`src/shared/uis_consts.vh`:
```
/*
 Timing and reset constants for the single-master two-wire controller.
 Assumes inclusion by bare name from design files; definitions only.
*/
`ifndef UIS_CONSTS_VH
`define UIS_CONSTS_VH

// Core clock rate in kHz and period in ns
`define UIS_CLK_KHZ 125000
`define UIS_CLK_NS 8
// Divider reset value: 125 MHz / (2*(162+1)) ~ 383 kbps
`define UIS_DIV_RESET 8'ha2
// Noise filter width in divider-source cycles
`define UIS_FILT_CYC 2
// SDA delay after SCL fall: seven cycles minimum
`define UIS_SDA_DLY 4'h7
// Bits per byte including acknowledge slot
`define UIS_BITS 4'h9
// Address byte position of direction bit
`define UIS_DIR_BIT 0
// Direction encodings
`define UIS_DIR_WRITE 1'b0
`define UIS_DIR_READ 1'b1

`endif

```
`src/design/uis_master.v`:
```
/*
 Single-master two-wire serial controller: start, stop, 9-clock byte
 frames, acknowledge handling, divider-derived SCL with clock sync.
 Assumes open-drain pins resolved outside with pull-ups, and a
 sequencing party that drives the plain control ports below.
*/
`timescale 1ns/1ps
`include "uis_consts.vh"

module uis_master #(
    parameter DIV_W = 8,
    parameter FILT = `UIS_FILT_CYC
) (
    // Clock and reset
    input wire clk_i,
    input wire reset_n_i,
    // Configuration
    input wire [DIV_W-1:0] baud_divider_i,
    input wire ss_event_en_i,
    input wire tx_event_en_i,
    // Requests and data
    input wire start_request_set_i,
    input wire stop_request_set_i,
    input wire load_i,
    input wire [7:0] tx_data_i,
    input wire receiving_i,
    input wire ack_level_i,
    // Status and data out
    output reg start_request_bit_o,
    output reg stop_request_bit_o,
    output reg shift_empty_flag_o,
    output reg [7:0] rx_data_o,
    output reg ack_seen_o,
    output reg busy_o,
    output wire ss_event_o,
    output wire tx_event_o,
    // Open-drain bus pins
    input wire bus_clock_pin_i,
    output wire bus_clock_pin_o,
    output wire bus_clock_pin_oe_o,
    input wire bus_data_pin_i,
    output wire bus_data_pin_o,
    output wire bus_data_pin_oe_o
);

    localparam ST_IDLE = 3'h0;
    localparam ST_START = 3'h1;
    localparam ST_WAIT = 3'h2;
    localparam ST_LOW = 3'h3;
    localparam ST_HIGH = 3'h4;
    localparam ST_STOP = 3'h5;

    reg [2:0] state;
    reg [DIV_W-1:0] div_cnt;
    reg scl_low;
    reg sda_low;
    reg [3:0] bit_cnt;
    reg [3:0] dly_cnt;
    reg [7:0] shreg;
    reg [7:0] rxreg;
    reg rcv_mode;
    reg ack_lvl;
    reg ev_ss;
    reg ev_tx;
    reg [1:0] scl_sync;
    reg [1:0] sda_sync;
    reg [3:0] filt_cnt;
    reg scl_seen;
    reg sda_prev;
    reg scl_prev;
    reg dly_run;
    reg next_sda_low;
    wire tick;
    reg [DIV_W:0] hold_cnt;
    wire hold_done;

    // Pull SDA low only for a zero bit while this side sends
    function tx_pull_low;
        input rcv;
        input msb;
        begin
            tx_pull_low = ~rcv & ~msb;
        end
    endfunction

    // Pull SDA low in the ack slot only for a chosen acknowledge
    function ack_pull_low;
        input rcv;
        input lvl;
        begin
            ack_pull_low = rcv & ~lvl;
        end
    endfunction

    // Cycles SCL has been held low by this side, saturating.
    // A byte or stop requested late must not move SDA inside the
    // low phase sooner than the SDA delay; waiting out a full
    // nominal low phase keeps the delay and the setup to SCL rise.
    always @(posedge clk_i or negedge reset_n_i) begin
        if (!reset_n_i) begin
            hold_cnt <= {(DIV_W+1){1'b0}};
        end else if (!scl_low) begin
            hold_cnt <= {(DIV_W+1){1'b0}};
        end else if (hold_cnt != {(DIV_W+1){1'b1}}) begin
            hold_cnt <= hold_cnt + 1'b1;
        end
    end

    // Trade-off: each byte start costs up to one extra low phase
    assign hold_done = (hold_cnt > ({1'b0, baud_divider_i} + 1'b1));

    // Divider tick on undivided core clock, half SCL period each
    assign tick = (div_cnt == {DIV_W{1'b0}});

    always @(posedge clk_i or negedge reset_n_i) begin
        if (!reset_n_i) begin
            div_cnt <= {DIV_W{1'b0}};
        end else if (tick || state == ST_IDLE) begin
            div_cnt <= baud_divider_i;
        end else begin
            div_cnt <= div_cnt - 1'b1;
        end
    end

    // Two-flop pin synchronisers; pins are asynchronous to clk_i
    always @(posedge clk_i or negedge reset_n_i) begin
        if (!reset_n_i) begin
            scl_sync <= 2'h3;
            sda_sync <= 2'h3;
        end else begin
            scl_sync <= {scl_sync[0], bus_clock_pin_i};
            sda_sync <= {sda_sync[0], bus_data_pin_i};
        end
    end

    // Noise filter: a new level, high or low alike, is accepted once it differs for FILT+1 cycles
    always @(posedge clk_i or negedge reset_n_i) begin
        if (!reset_n_i) begin
            filt_cnt <= 4'h0;
            scl_seen <= 1'b1;
        end else if (scl_sync[1] == scl_seen) begin
            filt_cnt <= 4'h0;
        end else if (filt_cnt == FILT[3:0]) begin
            filt_cnt <= 4'h0;
            scl_seen <= scl_sync[1];
        end else begin
            filt_cnt <= filt_cnt + 4'h1;
        end
    end

    // Stop detection: SDA rising while SCL high
    always @(posedge clk_i or negedge reset_n_i) begin
        if (!reset_n_i) begin
            sda_prev <= 1'b1;
            scl_prev <= 1'b1;
        end else begin
            sda_prev <= sda_sync[1];
            scl_prev <= scl_sync[1];
        end
    end

    wire stop_seen = sda_sync[1] && !sda_prev && scl_sync[1] && scl_prev;

    // Main sequencer: request bits, shift path and line control.
    // Events are single-cycle pulses, gated by their enables at
    // the moment the event happens.
    always @(posedge clk_i or negedge reset_n_i) begin
        if (!reset_n_i) begin
            state <= ST_IDLE;
            scl_low <= 1'b0;
            sda_low <= 1'b0;
            bit_cnt <= 4'h0;
            shreg <= 8'h00;
            rxreg <= 8'h00;
            rx_data_o <= 8'h00;
            rcv_mode <= 1'b0;
            ack_lvl <= 1'b0;
            ack_seen_o <= 1'b0;
            start_request_bit_o <= 1'b0;
            stop_request_bit_o <= 1'b0;
            shift_empty_flag_o <= 1'b1;
            busy_o <= 1'b0;
            ev_ss <= 1'b0;
            ev_tx <= 1'b0;
            dly_run <= 1'b0;
            dly_cnt <= 4'h0;
            next_sda_low <= 1'b0;
        end else begin
            ev_ss <= 1'b0;
            ev_tx <= 1'b0;
            if (start_request_set_i && state == ST_IDLE) begin
                start_request_bit_o <= 1'b1;
            end
            if (stop_request_set_i) begin
                stop_request_bit_o <= 1'b1;
            end
            if (load_i) begin
                shreg <= tx_data_i;
                rcv_mode <= receiving_i;
                ack_lvl <= ack_level_i;
                shift_empty_flag_o <= 1'b0;
            end
            // Limitation: a bus stop is only reported while busy
            if (stop_seen && busy_o) begin
                busy_o <= 1'b0;
                ev_ss <= ss_event_en_i;
            end
            // Delayed SDA update after SCL fall
            if (dly_run) begin
                if (dly_cnt == `UIS_SDA_DLY) begin
                    dly_run <= 1'b0;
                    sda_low <= next_sda_low;
                end else begin
                    dly_cnt <= dly_cnt + 4'h1;
                end
            end
            case (state)
                ST_IDLE: begin
                    scl_low <= 1'b0;
                    // Start only on a free bus: both lines seen high
                    if (start_request_bit_o && scl_seen && sda_sync[1]) begin
                        state <= ST_START;
                        busy_o <= 1'b1;
                    end
                end
                ST_START: begin
                    sda_low <= 1'b1;
                    if (tick) begin
                        start_request_bit_o <= 1'b0;
                        ev_ss <= ss_event_en_i;
                        scl_low <= 1'b1;
                        state <= ST_WAIT;
                    end
                end
                ST_WAIT: begin
                    // Hold SCL low until a byte or stop is requested
                    // Stop has priority over a pending byte
                    if (stop_request_bit_o && !dly_run && hold_done) begin
                        sda_low <= 1'b1;
                        state <= ST_STOP;
                    end else if (!shift_empty_flag_o && !dly_run && hold_done) begin
                        // No repeated start path exists by design
                        bit_cnt <= 4'h0;
                        sda_low <= tx_pull_low(rcv_mode, shreg[7]);
                        shreg <= {shreg[6:0], 1'b0};
                        state <= ST_LOW;
                    end
                end
                ST_LOW: begin
                    if (tick) begin
                        scl_low <= 1'b0;
                        state <= ST_HIGH;
                    end
                end
                ST_HIGH: begin
                    // Phase only ends after the filtered line is high
                    if (tick && scl_seen) begin
                        scl_low <= 1'b1;
                        if (bit_cnt == `UIS_BITS - 4'h1) begin
                            ack_seen_o <= ~sda_sync[1];
                            rx_data_o <= rxreg;
                            shift_empty_flag_o <= 1'b1;
                            ev_tx <= tx_event_en_i;
                            next_sda_low <= 1'b0;
                            dly_run <= 1'b1;
                            dly_cnt <= 4'h0;
                            state <= ST_WAIT;
                        end else begin
                            rxreg <= {rxreg[6:0], sda_sync[1]};
                            bit_cnt <= bit_cnt + 4'h1;
                            if (bit_cnt == `UIS_BITS - 4'h2) begin
                                next_sda_low <= ack_pull_low(rcv_mode, ack_lvl);
                            end else begin
                                next_sda_low <= tx_pull_low(rcv_mode, shreg[7]);
                                shreg <= {shreg[6:0], 1'b0};
                            end
                            dly_run <= 1'b1;
                            dly_cnt <= 4'h0;
                            state <= ST_LOW;
                        end
                    end
                end
                ST_STOP: begin
                    // SDA stays low until SCL is seen high
                    scl_low <= 1'b0;
                    if (tick && scl_seen) begin
                        sda_low <= 1'b0;
                        stop_request_bit_o <= 1'b0;
                        state <= ST_IDLE;
                    end
                end
                default: begin
                    state <= ST_IDLE;
                end
            endcase
        end
    end

    // Only ever pull low; high comes from the pull-up
    assign bus_clock_pin_o = 1'b0;
    assign bus_clock_pin_oe_o = scl_low;
    assign bus_data_pin_o = 1'b0;
    assign bus_data_pin_oe_o = sda_low;
    assign ss_event_o = ev_ss;
    assign tx_event_o = ev_tx;

endmodule // uis_master

```
`config.mk`:
```
export PLATFORM = sky130hd
export DESIGN_NAME = uis_master
export DESIGN_NICKNAME = d
export VERILOG_FILES = /design/src/design/uis_master.v
export VERILOG_INCLUDE_DIRS = /design/src /design/src/shared
export SDC_FILE = /design/constraint.sdc
export NUM_CORES = 1
export LEC_CHECK = 0
export BUFFER_PORTS_ARGS = -buffer_cell sky130_fd_sc_hd__buf_2
export CAP_MARGIN = 10
export CORE_UTILIZATION = 45
export CTS_CLUSTER_SIZE = 12
export DETAILED_ROUTE_END_ITERATION = 6
export PLACE_DENSITY_LB_ADDON = 0.08
export SYNTH_ARGS = -nofsm -noshare
export SYNTH_HDL_FRONTEND = slang
export SYNTH_SLANG_ARGS = --single-unit
```
`constraint.sdc`:
```
create_clock -name clk_i -period 3.17 [get_ports clk_i]
set_input_delay 0.634 -clock clk_i [delete_from_list [all_inputs] [get_ports clk_i]]
set_output_delay 0.634 -clock clk_i [all_outputs]
set_load 0.01 [all_outputs]
```
==> flow_metrics.tcl, run 1 <==
set metrics [dict create \
    initial_core_util 0.469 \
    wl_um 7450 \
    grt_setup_unrepaired "false" \
    io_pins 46 \
    vias 2781 \
    start_kind "primary input" \
    netlist_area_um2 3890 \
    synth_area_leaders "dfrtp_1, mux2_2, ha_1" \
    hold_path_class "register to register" \
    antenna_found_initial 0 \
    core_um2 8300 \
    grt_max_degree 77 \
    synth_edf_count 0 \
    die_x_um 95.0 \
    skew_ns 0.0114 \
    yosysWarnings 0 \
    grt_overflow_total 0 \
    cp_max_fo 4 \
    hpwl_um 5280 \
    clock_path_buffers 2 \
    power_density_nw_per_um2 643 \
    clock_sinks 76 \
    dr.pass1.iters 4 \
    fp-row-count 33 \
    r2r-start "div_cnt[0]" \
    syn_inst 373 \
    yosys.area.top_type_share 0.437 \
    first_iter_violations 116 \
    setup_viol 0 \
    worstPathArrival_ns 3.12 \
    drive_gt1_frac 0.258 \
    slew_headroom 0.369 \
    holdPathStages 0 \
    finalCritPeriodShare 0.911 \
    die-area_um2 9030 \
    worstSkewPairLatency_ns 0.35 \
    cp-end-kind "register" \
    fin_crit_ns 2.89 \
    required_ns 3.41 \
    holdPathEnd "scl_sync[1]" \
    holdWs_ns 0.363 \
    rr_worst_depth 8 \
    grt.total_usage 0.187 \
    yosysTopAreaCell "dfrtp_1" \
    worst_pin_slew_ns 0.946 \
    ir_drop_mv 0.303 \
    ys_seq_area_frac 0.491 \
    syn_area_per_cell_um2 10.4 \
    r2r_end "state[1]" \
    routedWlPerCell_um 13.9 \
    power.total_mw 2.89 \
    routabilityCongestion 0.809 \
    synth-seq-cells 76 \
    finalMaxSlewViolations 0 \
    crit_start "baud_divider_i[1]" \
    nets 470 \
    ant_nets 0 \
    drv_cap 0 \
    r2r_setup_slack_ns 0.49 \
    min_from "scl_sync[0]" \
    cts_buffers 9 \
    tns_ns 0 \
    remaining_drc_errors 0 \
    antennaDiodeCount 0 \
    grt_pass1_vias 2770 \
    cts_max_level 3 \
    area_growth_pct 15.5 \
    viasPerCell 5.20 \
    cts.root.buffer_cell "clkbuf_8" \
    status "completed" \
    synth.distinct_cells 56 \
    grt_pass1_wl_um 12900 \
    path_clk_slew_ns 0.08 \
    ys.flop_type "dfrtp_1" \
    cts_tree "yes" \
    port_buffers 43 \
    die_h_um 95.0 \
    synth-async-reset-ratio 1.00 \
    path_class "primary input to register" \
    postCtsSetupBuffers 0 \
    p_leak_nw 2.20 \
    hold_viol_final 0 \
    fmax_mhz 346 \
]
==> where the power goes <==
group          switching [mW]  leakage [nW]  internal (mW)
Combinational           0.360          1.13          0.316
Sequential              0.191         0.950           1.12
Clock                   0.370         0.121          0.526
Total                   0.921          2.20           1.97
==> area by class of cell <==
| cell class | count | area (µm²) |
|---|---|---|
| inverters | 13 | 48.8 |
| multi-input cells | 272 | 1870 |
| clock buffers | 10 | 128 |
| fillers | 771 | 3800 |
| repair buffers | 53 | 293 |
| well taps | 105 | 131 |
| flip-flops and latches | 76 | 1910 |
| clock inverters | 6 | 113 |
==> cells in the mapped netlist, types with 3 or more instances <==
master and n:
dfstp_2 8, and2_1 7, mux2i_1 6, dfrtp_1 68, nor2b_1 8, a21oi_1 16, xnor2_1 10, buf_2 3
clkbuf_1 6, inv_1 13, nor3_1 7, nor3b_1 4, o31ai_1 3, ha_1 18, nand2_1 52, nand3_1 16
and3_1 4, mux2_2 25, xor2_1 11, and4_1 3, nand4_1 3, o21ai_0 10, nor2_1 28
==> worst max-delay path by stage <==
stage / endpoint / slack [ns] / depth (start not counted)
finish: bit_cnt[2] / 0.28 / 12
global route: shreg[2] / 0.08 / 12
CTS: shreg[1] / 0.20 / 12
detailed placement: shreg[1] / -0.18 / 12
global placement: shreg[4] / -0.10 / 12
floorplan: shreg[1] / 0.17 / 11
==> kinds of logic (layout without fill, tap and decap cells) <==
family	Yosys count	after routing	share of synthesized area
AO/OA/AOI/OAI	51	51	0.0884
XOR/XNOR	21	21	0.0473
adder cells (fa/ha/maj)	18	18	0.0579
buffers and inverters	26	82	0.0318
flip-flops	76	76	0.491
multiplexers	31	31	0.0878
other	1	2	0.000963
AND/OR/NAND/NOR	149	149	0.195
==> critical path, cell delays in order <==
cell and delay, ns:
buf_2 0.10, ha_1 0.16, nand3_1 0.11, nor2_1 0.20, xnor2_1 0.14, ha_1 0.26
and4_1 0.22, a41o_1 0.26, a2111oi_2 0.56, buf_4 0.24, o22ai_1 0.07, a21o_1 0.18
==> layout by cell type, fill, tap and decap left out, types with 4 or more instances in the layout <==
master,instances
nor2b_1,8
nor2_1,28
nor3b_1,4
inv_1,13
a21oi_1,16
xnor2_1,10
dfrtp_1,68
buf_2,42
mux2_2,25
nand3_1,16
buf_4,11
dfstp_2,8
and3_1,4
ha_1,18
o21ai_0,10
xor2_1,11
nor3_1,7
clkbuf_8,9
mux2i_1,6
and2_1,7
nand2_1,52
==> registers in the layout (all words and copies together), names as in the netlist, 2 cells and up <==
name	cells
filt_cnt	4
sda_sync	2
state	3
rx_data_o	8
bit_cnt	4
dly_cnt	4
div_cnt	8
rxreg	8
shreg	8
hold_cnt	9
scl_sync	2
==> through the flow <==
stage	instances	cell area [µm²]	setup WS, ns	util
6_report	535	4490	0.283	0.542
5_1_grt	535	4490	0.0777	0.542
4_1_cts	535	4490	0.195	0.540
3_5_place_dp	519	4250	-0.178	0.512
3_3_place_gp	519	4250	-0.102	0.512
2_1_floorplan	374	3900	0.170	-
==> metal layers <==
layer	global-route usage	wire length, µm	up-vias
met5	0	0	-
met4	0.0682	106	0
met3	0.0411	239	9
met2	0.289	3380	42
met1	0.257	3720	1329
li1	-	-	1401
==> timing repair <==
item                                    4_1_cts  5_1_grt
gates resized for setup                       0        1
hold endpoints to repair                      0        0
endpoints found under the setup margin        0        7
hold buffers                                  0        0
No activity file was read; power rests on OpenSTA's default activity.
==> inputs of run 2 (changes only) <==
- ABC_AREA: not set -> 1
==> run 2 against run 1 <==
Effect of this change:
- synthesized area up 4.9%
- clock skew up 0.0020 ns
- register-to-register slack better by 0.52 ns
- die area up 4.8%
- global-route usage up 0.78 points
- largest cell class unchanged
==> flow_metrics.tcl, run 2 <==
set metrics [dict create \
    status "completed" \
    dr.pass1.iters 4 \
    yosys.area.top_type_share 0.417 \
    yosysTopAreaCell "dfrtp_1" \
    multiInputGateArea_um2 1880 \
    cp-end-kind "register" \
    ir_drop_mv 0.232 \
    clock_sinks 76 \
    cts_buffers 9 \
    ant_nets 0 \
    cp_max_fo 6 \
    drive_gt1_frac 0.152 \
    syn_area_per_cell_um2 8.07 \
    fmax_mhz 383 \
    grt_pass1_wl_um 15100 \
    synth.distinct_cells 38 \
    stdcell_area_um2 4640 \
    worstPathArrival_ns 2.85 \
    synth_area_leaders "dfrtp_1, nand2_1, inv_1" \
    path_clk_slew_ns 0.08 \
    viasPerCell 5.06 \
    drv_cap 0 \
    start_kind "primary input" \
    grt_setup_unrepaired "false" \
    initial_core_util 0.466 \
    die_x_um 97.3 \
    drt-met1-wl_um 3960 \
    path_buf_inv 1 \
    remaining_drc_errors 0 \
    port_buffers 43 \
    grt.total_usage 0.195 \
    final_common_cell "nand2_1" \
    routedWlPerCell_um 12.7 \
    netlist_area_um2 4080 \
    synth-async-reset-ratio 1.00 \
    antenna_found_initial 0 \
    final_cell_mix "nand2_1, dfrtp_1, inv_1, nor2_1, buf_2" \
    syn_inst 506 \
    io_pins 46 \
    cts.root.buffer_cell "clkbuf_8" \
    finalCritPeriodShare 0.823 \
    clock_path_buffers 2 \
    fp-row-count 34 \
    p_leak_nw 2.33 \
    ys.flop_type "dfrtp_1" \
    vias 3384 \
    power_density_nw_per_um2 437 \
    fin_crit_ns 2.61 \
    hpwl_um 6150 \
    setup_viol 0 \
    wl_met3_um 383 \
    hold_viol_final 0 \
    tns_ns 0 \
    cpPeakStageDelay_ns 0.28 \
    path_class "primary input to register" \
    slew_headroom 0.357 \
    final-seq-area_um2 1910 \
    place_area_um2 4420 \
    grt_pass1_vias 3367 \
    synth-seq-cells 76 \
    first_iter_violations 192 \
    skew_ns 0.0134 \
    worstSkewPairLatency_ns 0.35 \
    grt_max_degree 77 \
    yosysWarnings 0 \
    synth_most_common_cell "nand2_1" \
    post_cts_resized 0 \
    finalMaxSlewViolations 0 \
    final_util 0.529 \
    critPathSlowestCell "ha_1" \
    regMostFlops "hold_cnt" \
    cts_tree "yes" \
    stdcell_count 669 \
    fillers 870 \
    wl_um 8520 \
    highest_layer "met4" \
    synth_edf_count 0 \
    cts_max_level 3 \
    ys_seq_area_frac 0.468 \
    synth_common_cells "nand2_1, dfrtp_1, inv_1" \
    die-area_um2 9460 \
    hold_path_class "register to register" \
    crit_chain "buf_2, ha_1, nand3_1, nand3b_1, nor2_1, nand2_1, ha_1, nand2_1, nor2_1, nand3_1, nand3_1, nand3_1, nand2_1, nand3_1, nand2_1, nand2_1" \
    placed_cells 653 \
    routabilityCongestion 0.886 \
    routed-wl-met2_um 4010 \
    die_h_um 97.3 \
    nets 601 \
    holdBufCountCts 0 \
    worst_pin_slew_ns 0.964 \
    postCtsSetupBuffers 0 \
    core_um2 8760 \
    required_ns 3.41 \
    area_growth_pct 13.6 \
    largest_register_ffs 9 \
    antennaDiodeCount 0 \
    critPathTopFamily "simple AND/OR/NAND/NOR gates" \
    grt_overflow_total 0 \
]
run 2: where the power goes:
group	total (mW)	internal [mW]	leakage, nW	switching, mW
Sequential	1.04	1.01	0.965	0.0277
Combinational	0.147	0.0544	1.26	0.0930
Clock	0.841	0.449	0.110	0.392
run 2: cell type report:
type | instances | share of cell area
Clock inverter | 7 | 0.0213
Timing Repair Buffer | 46 | 0.0518
Multi-Input combinational cell | 356 | 0.405
Clock buffer | 9 | 0.0267
Tap cell | 108 | 0.0291
Inverter | 67 | 0.0542
Sequential cell | 76 | 0.412
run 2: worst reg2reg max path: stages, from the launching register on:
cell	delay (ns)
dfrtp_1	0.36
inv_1	0.11
ha_1	0.24
nand2_2	0.11
nor2_4	0.20
nand2_4	0.12
nor2_8	0.15
nand2_4	0.20
o21ai_4	0.32
nor2_1	0.07
nor2_1	0.10
nand2_1	0.08
run 2: metal layers:
layer	global-route usage	vias to the layer above
li1	-	1715
met1	0.251	1585
met2	0.320	68
met3	0.0396	16
met4	0.0826	0
met5	0	-
run 2: cell families after synthesis:
group           count (synthesis)  synth area share
compound gates                 63            0.0858
xor+xnor                       16            0.0343
fa+ha+maj                      18            0.0552
buf+inv                        75            0.0729
flops                          76             0.468
mux                             3           0.00797
other cells                     1          0.000919
simple gates                  254             0.275
run 2: worst paths after layout:
path                                         from          end  slack [ns]  cells past startpoint
worst max-delay path            baud_divider_i[0]   bit_cnt[1]        0.56                     16
worst max register to register         div_cnt[0]     shreg[3]        1.01                     11
worst min-delay path                  sda_sync[0]  sda_sync[1]        0.36                      0
max in group asynchronous               reset_n_i     rxreg[4]        2.11                      1
min in group asynchronous               reset_n_i  hold_cnt[5]        0.41                      1
worst min register to register        sda_sync[0]  sda_sync[1]        0.36                      0
run 2: through the flow:
step / hold WS, ns / power [mW] / setup WS (ns)
floorplan: 0.338 / 1.14 / 0.548
global placement: 0.347 / 1.20 / 0.280
detailed placement: 0.347 / 1.21 / 0.186
CTS: 0.360 / 2.06 / 0.570
global route: 0.349 / 2.13 / 0.227
finish: 0.359 / 2.03 / 0.560
